--- config.mk ---
export PLATFORM = sky130hd
export DESIGN_NAME = owm_regs
export DESIGN_NICKNAME = d
export VERILOG_FILES = /design/src/hw/owm_pkg.sv /design/src/hw/owm_regs.sv
export SDC_FILE = /design/constraint.sdc
export NUM_CORES = 1
export LEC_CHECK = 0
export BUFFER_PORTS_ARGS = -buffer_cell sky130_fd_sc_hd__buf_2
export CAP_MARGIN = 20
export CORE_AREA = 2 2 376 378
export DETAILED_ROUTE_END_ITERATION = 8
export DIE_AREA = 0 0 378 380
export PLACE_DENSITY = 0.49
export SLEW_MARGIN = 20
export SYNTH_ARGS = -nofsm -noshare
export SYNTH_HDL_FRONTEND = slang
export SYNTH_SLANG_ARGS = --single-unit
--- constraint.sdc ---
create_clock -name clk_i -period 8.2 [get_ports clk_i]
set_input_delay 0 -clock clk_i [delete_from_list [all_inputs] [get_ports clk_i]]
set_output_delay 0 -clock clk_i [all_outputs]
set_load 0.02 [all_outputs]
--- src/hw/owm_pkg.sv ---
package owm_pkg;

  // Address map
  localparam logic [7:0] SCR_FIRST = 8'h00;
  localparam logic [7:0] SCR_LAST = 8'h4b;
  localparam logic [7:0] REG_FIRST = 8'h60;
  localparam logic [7:0] VOL_LAST = 8'h6f;
  localparam logic [7:0] ADDR_CMD = 8'h60;
  localparam logic [7:0] ADDR_STATUS = 8'h61;
  localparam logic [7:0] ADDR_RDATA = 8'h62;
  localparam logic [7:0] ADDR_MCFG = 8'h67;
  localparam logic [7:0] ADDR_TRSTL = 8'h68;
  localparam logic [7:0] ADDR_PRESENCE_SAMPLE_TIME = 8'h69;
  localparam logic [7:0] ADDR_TW0L = 8'h6a;
  localparam logic [7:0] ADDR_TREC = 8'h6b;
  localparam logic [7:0] ADDR_RWPU = 8'h6c;
  localparam logic [7:0] ADDR_TW1L = 8'h6d;
  localparam logic [7:0] ADDR_FACT = 8'h70;
  localparam logic [7:0] ADDR_PERS = 8'h73;
  localparam logic [7:0] PG0_FIRST = 8'h80;
  localparam logic [7:0] PG1_LAST = 8'hbf;
  localparam int SCR_BYTES = 76;
  localparam int PAGE_BYTES = 64;

  // Value returned for reserved, write-only and unmapped reads
  localparam logic [7:0] RSVD_RDATA = 8'hff;

  // Status bit positions
  localparam int ST_DIR = 7;
  localparam int ST_TSB = 6;
  localparam int ST_SBR = 5;
  localparam int ST_RST = 4;
  localparam int ST_LL = 3;
  localparam int ST_SD = 2;
  localparam int ST_PPD = 1;
  localparam int ST_BUSY = 0;

  // Reset values
  localparam logic [7:0] MCFG_RST = 8'h00;
  localparam logic [7:0] TRSTL_RST = 8'h06;
  localparam logic [7:0] PRESENCE_SAMPLE_TIME_RST = 8'h06;
  localparam logic [7:0] TW0L_RST = 8'h06;
  localparam logic [7:0] TREC_RST = 8'h01;
  localparam logic [7:0] RWPU_RST = 8'h06;
  localparam logic [7:0] TW1L_RST = 8'h03;

  // Identity bytes, values arbitrary
  localparam logic [7:0] FACTORY_ID = 8'h5a;
  localparam logic [7:0] PERSONALITY = 8'ha5;

  // Command codes
  localparam logic [7:0] CMD_DEV_RST = 8'h01;
  localparam logic [7:0] CMD_BUS_RST = 8'h02;
  localparam logic [7:0] CMD_BIT = 8'h03;
  localparam logic [7:0] CMD_WBYTE = 8'h04;
  localparam logic [7:0] CMD_RBYTE = 8'h05;
  localparam logic [7:0] CMD_TRIP = 8'h06;

  // Operations handed to the line timing engine
  typedef enum logic [2:0] {
    OWM_OP_NONE = 3'b000,
    OWM_OP_RESET = 3'b001,
    OWM_OP_BIT = 3'b010,
    OWM_OP_WBYTE = 3'b011,
    OWM_OP_RBYTE = 3'b100,
    OWM_OP_TRIP = 3'b101
  } owm_op_e;

  // Command intake states
  typedef enum logic [1:0] {
    OWM_ST_IDLE = 2'b00,
    OWM_ST_PARAM = 2'b01,
    OWM_ST_BUSY = 2'b10
  } owm_state_e;

endpackage

--- src/hw/owm_regs.sv ---
`timescale 1ns/1ps
// How it works
// - Scratchpad 00h-4Bh is read/write storage
// - Registers from 60h; 00h-6Fh volatile
// - 70h factory, 73h personality, pages 80h/A0h
// - Port timing defaults load at power-on
// - Command register is write-only, never read
// - Status/read data RO, config RW, ident RO
// - Command code picks operation and read pointer
// - Line and reset commands point at status
// - Bit 7: triplet direction, triplet only
// - Bit 6: triplet second bit sample
// - Bit 5: single bit or first triplet bit
// - Sending a zero bit gives zero result
// - Bit 4 set by reset, cleared by config write
// - Bit 3 samples line at read acknowledge
// - Bit 2 short flag updated per bus reset
// - Bit 1 presence flag updated per bus reset
// - Bit 0 busy during line communication
// - Read byte result lands at 62h
// - Master config guarded by complement nibble
module owm_regs
  import owm_pkg::*;
(
  // Clock and reset
  input wire logic clk_i,
  input wire logic srst_i,
  // Sleep pin, active low, asynchronous
  input wire logic sleep_request_n_i,
  // Host byte port from the serial slave front end
  input wire logic hst_ptr_vld_i,
  input wire logic [7:0] hst_ptr_i,
  input wire logic hst_wr_i,
  input wire logic [7:0] hst_wdata_i,
  input wire logic hst_rd_ack_i,
  input wire logic hst_rd_i,
  output logic [7:0] hst_rdata_o,
  output logic [7:0] hst_ptr_o,
  // Line timing engine
  output logic eng_req_o,
  output owm_op_e eng_op_o,
  output logic [7:0] eng_data_o,
  input wire logic eng_done_i,
  input wire logic eng_bit1_i,
  input wire logic eng_bit2_i,
  input wire logic eng_dir_i,
  input wire logic [7:0] eng_rbyte_i,
  input wire logic eng_short_i,
  input wire logic eng_presence_i,
  // Live line level, asynchronous
  input wire logic line_i,
  // Configuration to the engine
  output logic [3:0] mcfg_o,
  output logic [7:0] trstl_o,
  output logic [7:0] presence_sample_time_o,
  output logic [7:0] tw0l_o,
  output logic [7:0] trec_o,
  output logic [7:0] rwpu_o,
  output logic [7:0] tw1l_o
);

  // True where the address holds volatile scratchpad storage
  function automatic logic in_scr(input logic [7:0] a);
    return a <= SCR_LAST;
  endfunction

  // True inside either user page
  function automatic logic in_page(input logic [7:0] a);
    return (a >= PG0_FIRST) && (a <= PG1_LAST);
  endfunction

  // Synchronisers; first stages read only by second stages
  logic slp_s1_q, slp_s2_q, slp_s3_q;
  logic line_s1_q, line_s2_q;

  // Storage
  logic [7:0] scr_q [SCR_BYTES]; // Scratchpad
  logic [7:0] page_q [PAGE_BYTES]; // User pages
  logic [7:0] ptr_q; // Host read/write pointer
  logic [7:0] rdata_q; // Registered read data
  logic [3:0] mcfg_q; // Master config low nibble
  logic [7:0] trstl_q, presence_sample_time_q, tw0l_q, trec_q, rwpu_q, tw1l_q;
  logic [7:0] rbyte_q; // Last byte read from the line
  logic dir_q, tsb_q, sbr_q, rst_q, ll_q, sd_q, ppd_q, busy_q;

  // Command intake
  owm_state_e state_q;
  owm_op_e op_q;
  logic [7:0] param_q;
  logic req_q;
  logic sent_bit_q; // Bit 7 of the last parameter byte, the value sent by a single-bit command

  // Device reset: power-on, sleep pin pulse or reset command
  logic slp_fall;
  logic cmd_dev_rst;
  logic dev_rst;
  logic cmd_wr;
  logic [7:0] cmd_code;
  logic mcfg_ok;

  assign slp_fall = slp_s3_q && !slp_s2_q;
  assign cmd_wr = hst_wr_i && (ptr_q == ADDR_CMD);
  assign cmd_code = hst_wdata_i;
  // Reset command taken only as a code byte; a parameter of 01h must not reset
  assign cmd_dev_rst = cmd_wr && (state_q == OWM_ST_IDLE) && (cmd_code == CMD_DEV_RST);
  assign dev_rst = slp_fall || cmd_dev_rst;
  // Complement check on the two nibbles
  assign mcfg_ok = hst_wdata_i[7:4] == ~hst_wdata_i[3:0];

  // Two-stage synchronisers plus an edge stage on the sleep pin
  always_ff @(posedge clk_i) begin
    if (srst_i) begin
      slp_s1_q <= 1'b1;
      slp_s2_q <= 1'b1;
      slp_s3_q <= 1'b1;
      line_s1_q <= 1'b1;
      line_s2_q <= 1'b1;
    end else begin
      slp_s1_q <= sleep_request_n_i;
      slp_s2_q <= slp_s1_q;
      slp_s3_q <= slp_s2_q;
      line_s1_q <= line_i;
      line_s2_q <= line_s1_q;
    end
  end

  // Command intake: code, optional parameter, then wait for the engine
  always_ff @(posedge clk_i) begin
    if (srst_i || dev_rst) begin
      state_q <= OWM_ST_IDLE;
      op_q <= OWM_OP_NONE;
      param_q <= 8'h00;
      req_q <= 1'b0;
      sent_bit_q <= 1'b0;
    end else begin
      req_q <= 1'b0;
      unique case (state_q)
        OWM_ST_IDLE: begin
          if (cmd_wr) begin
            // Unknown codes are dropped without effect
            if (cmd_code == CMD_BUS_RST) begin
              op_q <= OWM_OP_RESET;
              req_q <= 1'b1;
              state_q <= OWM_ST_BUSY;
            end else if (cmd_code == CMD_RBYTE) begin
              op_q <= OWM_OP_RBYTE;
              req_q <= 1'b1;
              state_q <= OWM_ST_BUSY;
            end else if (cmd_code == CMD_BIT) begin
              op_q <= OWM_OP_BIT;
              state_q <= OWM_ST_PARAM;
            end else if (cmd_code == CMD_WBYTE) begin
              op_q <= OWM_OP_WBYTE;
              state_q <= OWM_ST_PARAM;
            end else if (cmd_code == CMD_TRIP) begin
              op_q <= OWM_OP_TRIP;
              state_q <= OWM_ST_PARAM;
            end
          end
        end
        OWM_ST_PARAM: begin
          // Parameter byte follows the code at the same address
          if (cmd_wr) begin
            param_q <= hst_wdata_i;
            sent_bit_q <= hst_wdata_i[7];
            req_q <= 1'b1;
            state_q <= OWM_ST_BUSY;
          end
        end
        OWM_ST_BUSY: begin
          // Further command bytes are ignored until done
          if (eng_done_i) begin
            state_q <= OWM_ST_IDLE;
          end
        end
      endcase
    end
  end

  // Host pointer: set by address phase, moved by commands, steps on access
  always_ff @(posedge clk_i) begin
    if (srst_i) begin
      ptr_q <= ADDR_STATUS;
    end else if (hst_ptr_vld_i) begin
      ptr_q <= hst_ptr_i;
    end else if (cmd_wr && (state_q != OWM_ST_BUSY)) begin
      // Command bytes hold the pointer at the command register until the
      // last byte, then park it at status for cheap polling
      if (cmd_code == CMD_DEV_RST || cmd_code == CMD_BUS_RST || cmd_code == CMD_RBYTE ||
          state_q == OWM_ST_PARAM) begin
        ptr_q <= ADDR_STATUS;
      end
    end else if (hst_wr_i || hst_rd_i) begin
      ptr_q <= ptr_q + 8'h01;
    end
  end

  // Engine request, one pulse per command
  assign eng_req_o = req_q;
  assign eng_op_o = op_q;
  assign eng_data_o = param_q;

  // Scratchpad and pages; writes elsewhere fall through unstored
  always_ff @(posedge clk_i) begin
    if (hst_wr_i && !hst_ptr_vld_i) begin
      if (in_scr(ptr_q)) begin
        scr_q[ptr_q[6:0]] <= hst_wdata_i;
      end else if (in_page(ptr_q)) begin
        page_q[6'(ptr_q - PG0_FIRST)] <= hst_wdata_i;
      end
    end
  end

  // Port timing registers; defaults on power-on and sleep reset
  always_ff @(posedge clk_i) begin
    if (srst_i || slp_fall) begin
      trstl_q <= TRSTL_RST;
      presence_sample_time_q <= PRESENCE_SAMPLE_TIME_RST;
      tw0l_q <= TW0L_RST;
      trec_q <= TREC_RST;
      rwpu_q <= RWPU_RST;
      tw1l_q <= TW1L_RST;
    end else if (hst_wr_i && !hst_ptr_vld_i) begin
      unique case (ptr_q)
        ADDR_TRSTL: trstl_q <= hst_wdata_i;
        ADDR_PRESENCE_SAMPLE_TIME: presence_sample_time_q <= hst_wdata_i;
        ADDR_TW0L: tw0l_q <= hst_wdata_i;
        ADDR_TREC: trec_q <= hst_wdata_i;
        ADDR_RWPU: rwpu_q <= hst_wdata_i;
        ADDR_TW1L: tw1l_q <= hst_wdata_i;
        default: ; // Read-only and reserved writes ignored
      endcase
    end
  end

  // Master configuration, only the guarded low nibble is kept
  always_ff @(posedge clk_i) begin
    if (srst_i || dev_rst) begin
      mcfg_q <= MCFG_RST[3:0];
    end else if (hst_wr_i && !hst_ptr_vld_i && ptr_q == ADDR_MCFG && mcfg_ok) begin
      mcfg_q <= hst_wdata_i[3:0];
    end
  end

  // Reset history: set wins over the config-write clear
  always_ff @(posedge clk_i) begin
    if (srst_i || dev_rst) begin
      rst_q <= 1'b1;
    end else if (hst_wr_i && !hst_ptr_vld_i && ptr_q == ADDR_MCFG && mcfg_ok) begin
      rst_q <= 1'b0;
    end
  end

  // Busy flag spans request to engine completion
  always_ff @(posedge clk_i) begin
    if (srst_i || dev_rst) begin
      busy_q <= 1'b0;
    end else if (req_q) begin
      busy_q <= 1'b1;
    end else if (eng_done_i) begin
      busy_q <= 1'b0;
    end
  end

  // Line results captured at engine completion
  always_ff @(posedge clk_i) begin
    if (srst_i || dev_rst) begin
      dir_q <= 1'b0;
      tsb_q <= 1'b0;
      sbr_q <= 1'b0;
      sd_q <= 1'b0;
      ppd_q <= 1'b0;
      rbyte_q <= 8'h00;
    end else if (eng_done_i && state_q == OWM_ST_BUSY) begin
      unique case (op_q)
        OWM_OP_TRIP: begin
          dir_q <= eng_dir_i;
          tsb_q <= eng_bit2_i;
          sbr_q <= eng_bit1_i;
        end
        OWM_OP_BIT: begin
          // A written zero keeps the line low, so its result is zero
          sbr_q <= eng_bit1_i && sent_bit_q;
        end
        OWM_OP_RESET: begin
          sd_q <= eng_short_i;
          // A shorted line can not carry a presence pulse
          ppd_q <= eng_presence_i && !eng_short_i;
        end
        OWM_OP_RBYTE: rbyte_q <= eng_rbyte_i;
        default: ;
      endcase
    end
  end

  // Live level sampled at the read acknowledge, pointer at status
  always_ff @(posedge clk_i) begin
    if (srst_i) begin
      ll_q <= 1'b0;
    end else if (hst_rd_ack_i && ptr_q == ADDR_STATUS) begin
      ll_q <= line_s2_q;
    end
  end

  // Read data follows the pointer one cycle later
  always_ff @(posedge clk_i) begin
    if (srst_i) begin
      rdata_q <= RSVD_RDATA;
    end else if (in_scr(ptr_q)) begin
      rdata_q <= scr_q[ptr_q[6:0]];
    end else if (in_page(ptr_q)) begin
      rdata_q <= page_q[6'(ptr_q - PG0_FIRST)];
    end else begin
      unique case (ptr_q)
        ADDR_STATUS: rdata_q <= {dir_q, tsb_q, sbr_q, rst_q, ll_q, sd_q, ppd_q, busy_q};
        ADDR_RDATA: rdata_q <= rbyte_q;
        ADDR_MCFG: rdata_q <= {4'h0, mcfg_q};
        ADDR_TRSTL: rdata_q <= trstl_q;
        ADDR_PRESENCE_SAMPLE_TIME: rdata_q <= presence_sample_time_q;
        ADDR_TW0L: rdata_q <= tw0l_q;
        ADDR_TREC: rdata_q <= trec_q;
        ADDR_RWPU: rdata_q <= rwpu_q;
        ADDR_TW1L: rdata_q <= tw1l_q;
        ADDR_FACT: rdata_q <= FACTORY_ID;
        ADDR_PERS: rdata_q <= PERSONALITY;
        default: rdata_q <= RSVD_RDATA; // Command register too
      endcase
    end
  end

  // Outputs
  assign hst_rdata_o = rdata_q;
  assign hst_ptr_o = ptr_q;
  assign mcfg_o = mcfg_q;
  assign trstl_o = trstl_q;
  assign presence_sample_time_o = presence_sample_time_q;
  assign tw0l_o = tw0l_q;
  assign trec_o = trec_q;
  assign rwpu_o = rwpu_q;
  assign tw1l_o = tw1l_q;
endmodule

==> impl_metrics.toml <==
[outcome]
status = "complete, no violations"

[clock_network]
clk_latency_ps = 760
post_cts_buffers = 0
path_clk_slew_ps = 60
tritoncts = "yes"
clockBufferDepth = 3
cts_resized = 0
cts.sinks = 1230
cts_root_buf = "clkbuf_16"
cts_buffers = 132
htree_levels = 4

[worst_setup_path]
setup.worst_path.class = "reg -> reg"
cp_cell_sequence = "nor4bb_1, nand4_1, a2111oi_0, o21a_1, a21o_1, dlygate4sd3_1, a21oi_1, dlygate4sd3_1"
timing.critical_path.buf_inv = 2
crit_family = "compound AO/OA/AOI/OAI gates"
r2r_end = "hst_ptr_o[7]"
cp.required_ps = 8850
cp_max_fo = 21
cp.arrival_ps = 5170
reg2reg_from = "hst_ptr_o[5]"
slowest_stage = "nor4bb_1"
ff2ff_path_depth = 8
critical_path.max_stage_delay_ps = 920
worstSetupEndpointType = "flip-flop"
start_kind = "flip-flop"
cp_common_cell = "dlygate4sd3_1"
rrSetupSlack_ps = 3680

[detailed_routing]
drt_wl_total_mm = 148
drc_errors = 0
vias = 27100
viasPerCell = 5.55
firstDrtPassIters = 6
drt_iter0_markers = 2790
ant_nets = 0
routedWlPerCell_um = 30.3

[die]
pin_count = 118
core_um2 = 139000
rows = 137
dieWidth_um = 378
die-area_um2 = 144000
start_util = 0.349
die_h_um = 380

[finish]
utilization = 0.404
fin_nets = 2949
stdcell_area_um2 = 56200
synthToLayoutAreaGrowth_pct = 15.5
drive_gt1_frac = 0.216

[global_routing]
antenna_found_initial = 8
grt_max_degree = 99
overflow = 0
grt_first_pass_wirelength_mm = 207
grt_pass1_vias = 27400
track_usage = 0.204

[min_path]
min_delay_path_depth = 4
holdPathEnd = "rbyte_q[2]"
min_from = "eng_rbyte_i[2]"
holdCritPathClass = "in -> reg"

[timing]
hold_viol = 0
rsz0062_at_grt = "no"
layout_min_cycle_time_ps = 4520
drv_slew = 0
max_freq_ghz = 0.221
maxSlewHeadroom = 0.223
setup_tns_ps = 0
period_share = 0.551
finalSetupViolations = 0
timing_worst_slew_pin_value_ps = 1160
timing.final.ws_setup_ps = 3680
fin_skew_ps = 31.9

[synthesis]
postSynth.asyncResetShare = 0
synthTopCellsByArea = "edfxtp_1, mux4_2, dfxtp_1"
synthesis.area_um2 = 48600
synth-seq-cells = 1230
seq_area_frac_synth = 0.737
synth-edff-count = 1120
synth.avg_cell_area_um2 = 18.1
ys_warn_count = 0
synth_top_area_frac = 0.692
synth_nets = 2735
netlist_instances = 2690
synth_top_cell_by_area = "edfxtp_1"
ys.flop_type = "edfxtp_1"
ys_types = 69

[power]
seq_power_share = 0.499
switching_share = 0.235
p_total_mw = 13.9
p_clk_frac = 0.420
switching_power_mw = 3.26
p_leak_nw = 17.6
worst_ir_drop_vdd_uv = 172
power-per-cell-area_nw_per_um2 = 247
intPower_mw = 10.6
power_frac_comb = 0.081

[run]
maxCapViolations = 0

[placed_design]
place_area_um2 = 51300
place.gp.congestion = 0.865
dp_hpwl_mm = 95.1
port-buffer-count = 117
place_ws_ps = 4010
-- through the flow --
step / instances / hold WS, ps
global placement: 4577 / 209
finish: 4886 / 70.6
floorplan: 2690 / 98.9
CTS: 4884 / 0.690
detailed placement: 4577 / 211
global route: 4885 / 76.3
-- area by class of cell --
| cell class | instances | area (um^2) |
|---|---|---|
| clock inverter | 69 | 612 |
| multi-input combinational | 1283 | 12000 |
| inverter | 13 | 48.8 |
| clock buffer | 169 | 3580 |
| fill | 12600 | 83000 |
| antenna | 2 | 5.00 |
| timing repair buffer | 244 | 1780 |
| tap | 1876 | 2350 |
| sequential | 1230 | 35900 |
-- layout by cell type, fill, tap and decap left out, types with 9 or more instances in the layout --
cell           synthesis  routed
clkinv_2               0      16
o21ai_0               23      23
a31oi_1               16      16
clkinv_1               0      28
nand4_1               20      20
a21oi_1               64      63
a22oi_1               56      56
a22o_1                10      10
clkbuf_16              0     136
o22ai_1               17      17
dfxtp_1              110     104
dlygate4sd3_1          0      69
and3_1                13      13
mux2i_1              136     136
nand2_1              135     135
mux4_2               250     250
a211oi_1              15      15
buf_2                 41     109
and2_1                10       9
bufinv_16              0       9
or2_2                 10      10
or3_1                  9       9
o21ai_1               17      17
edfxtp_1            1120    1120
o211ai_1              11      11
nor2b_1               19      14
nand2b_1              11      11
nor2_1               233     230
buf_4                 27      60
nor3_1                25      25
clkbuf_1              76      28
inv_1                  9       9
nand3_1               60      60
a221oi_1              13      13
-- state kept, by name, indices dropped and copies added (netlist names), 8 cells and up, named ones only --
register and cells:
scr_q 608, tw0l_o 8, hst_rdata_o 8, rwpu_o 8, page_q 512, trec_o 8
tw1l_o 8, hst_ptr_o 8, rbyte_q 8, presence_sample_time_o 8, trstl_o 8, eng_data_o 8
-- power by group through the flow --
stage | sequential [mW] | combinational (mW) | clock (mW)
after floorplan | 7.01 | 0.649 | 0
after global placement | 7.06 | 1.09 | 0
after detailed placement | 7.06 | 1.10 | 0
after CTS | 6.93 | 1.12 | 5.94
after global routing | 6.93 | 1.18 | 6.17
final | 6.93 | 1.12 | 5.83
-- cells in the mapped netlist, types with 7 or more instances --
cell and instances:
or3_1 9, a221oi_1 13, or2_2 10, buf_4 27
and3_1 13, a22o_1 10, a21oi_1 64, a2111oi_0 10
ha_1 7, nand2b_1 11, nand4_1 20, o211ai_1 11
a31oi_1 16, nor2_1 233, inv_1 9, nor3_1 25
mux4_2 250, a211oi_1 15, and2_1 10, mux2i_1 136
dfxtp_1 110, buf_2 41, nand2_1 135, o22ai_1 17
a22oi_1 56, nand3_1 60, buf_6 11, o21ai_0 23
nor4_1 7, o21ai_1 17, clkbuf_1 76, buf_1 9
nor2b_1 19, edfxtp_1 1120, mux2_2 7
-- layer usage --
metal / part of all wire / up-vias / global-route usage
li1: - / 11300 / -
met1: 0.42 / 14400 / 0.277
met2: 0.47 / 1221 / 0.321
met3: 0.079 / 218 / 0.0490
met4: 0.034 / 2 / 0.0730
met5: 0.000088 / - / 0
-- worst reg2reg max path, delay by kind of cell (launching register included) --
kind	cells	cell delay, ps
and+or+nand+nor	2	1260
DFF	1	730
AOI/OAI and AO/OA	4	1280
buffers and inverters	2	1120
-- timing repair --
action | in CTS | in global routing
endpoints found under the hold margin | 209 | 0
hold buffers | 69 | 0
endpoints found under the setup margin | 0 | 0
-- cell families after synthesis --
logic type	after synthesis	synth area share
flops	1230	0.737
simple gates	576	0.0538
buf+inv	177	0.0185
compound gates	299	0.0419
mux	394	0.146
fa+ha+maj	7	0.00180
xor+xnor	7	0.00126
-- how the worst max path moves through the flow --
stage,slack (ps),startpoint,cells past startpoint,to
5_1_grt,3440,hst_ptr_o[5],8,hst_ptr_o[7]
6_report,3680,hst_ptr_o[5],8,hst_ptr_o[7]
3_5_place_dp,4010,flip-flop,7,hst_rdata_o[5]
3_3_place_gp,3530,flip-flop,7,hst_rdata_o[5]
2_1_floorplan,5170,hst_ptr_o[2],6,page_q[63][0]
4_1_cts,3840,hst_ptr_o[5],8,hst_ptr_o[7]
Note: power is estimated with default switching activity, not from simulation.
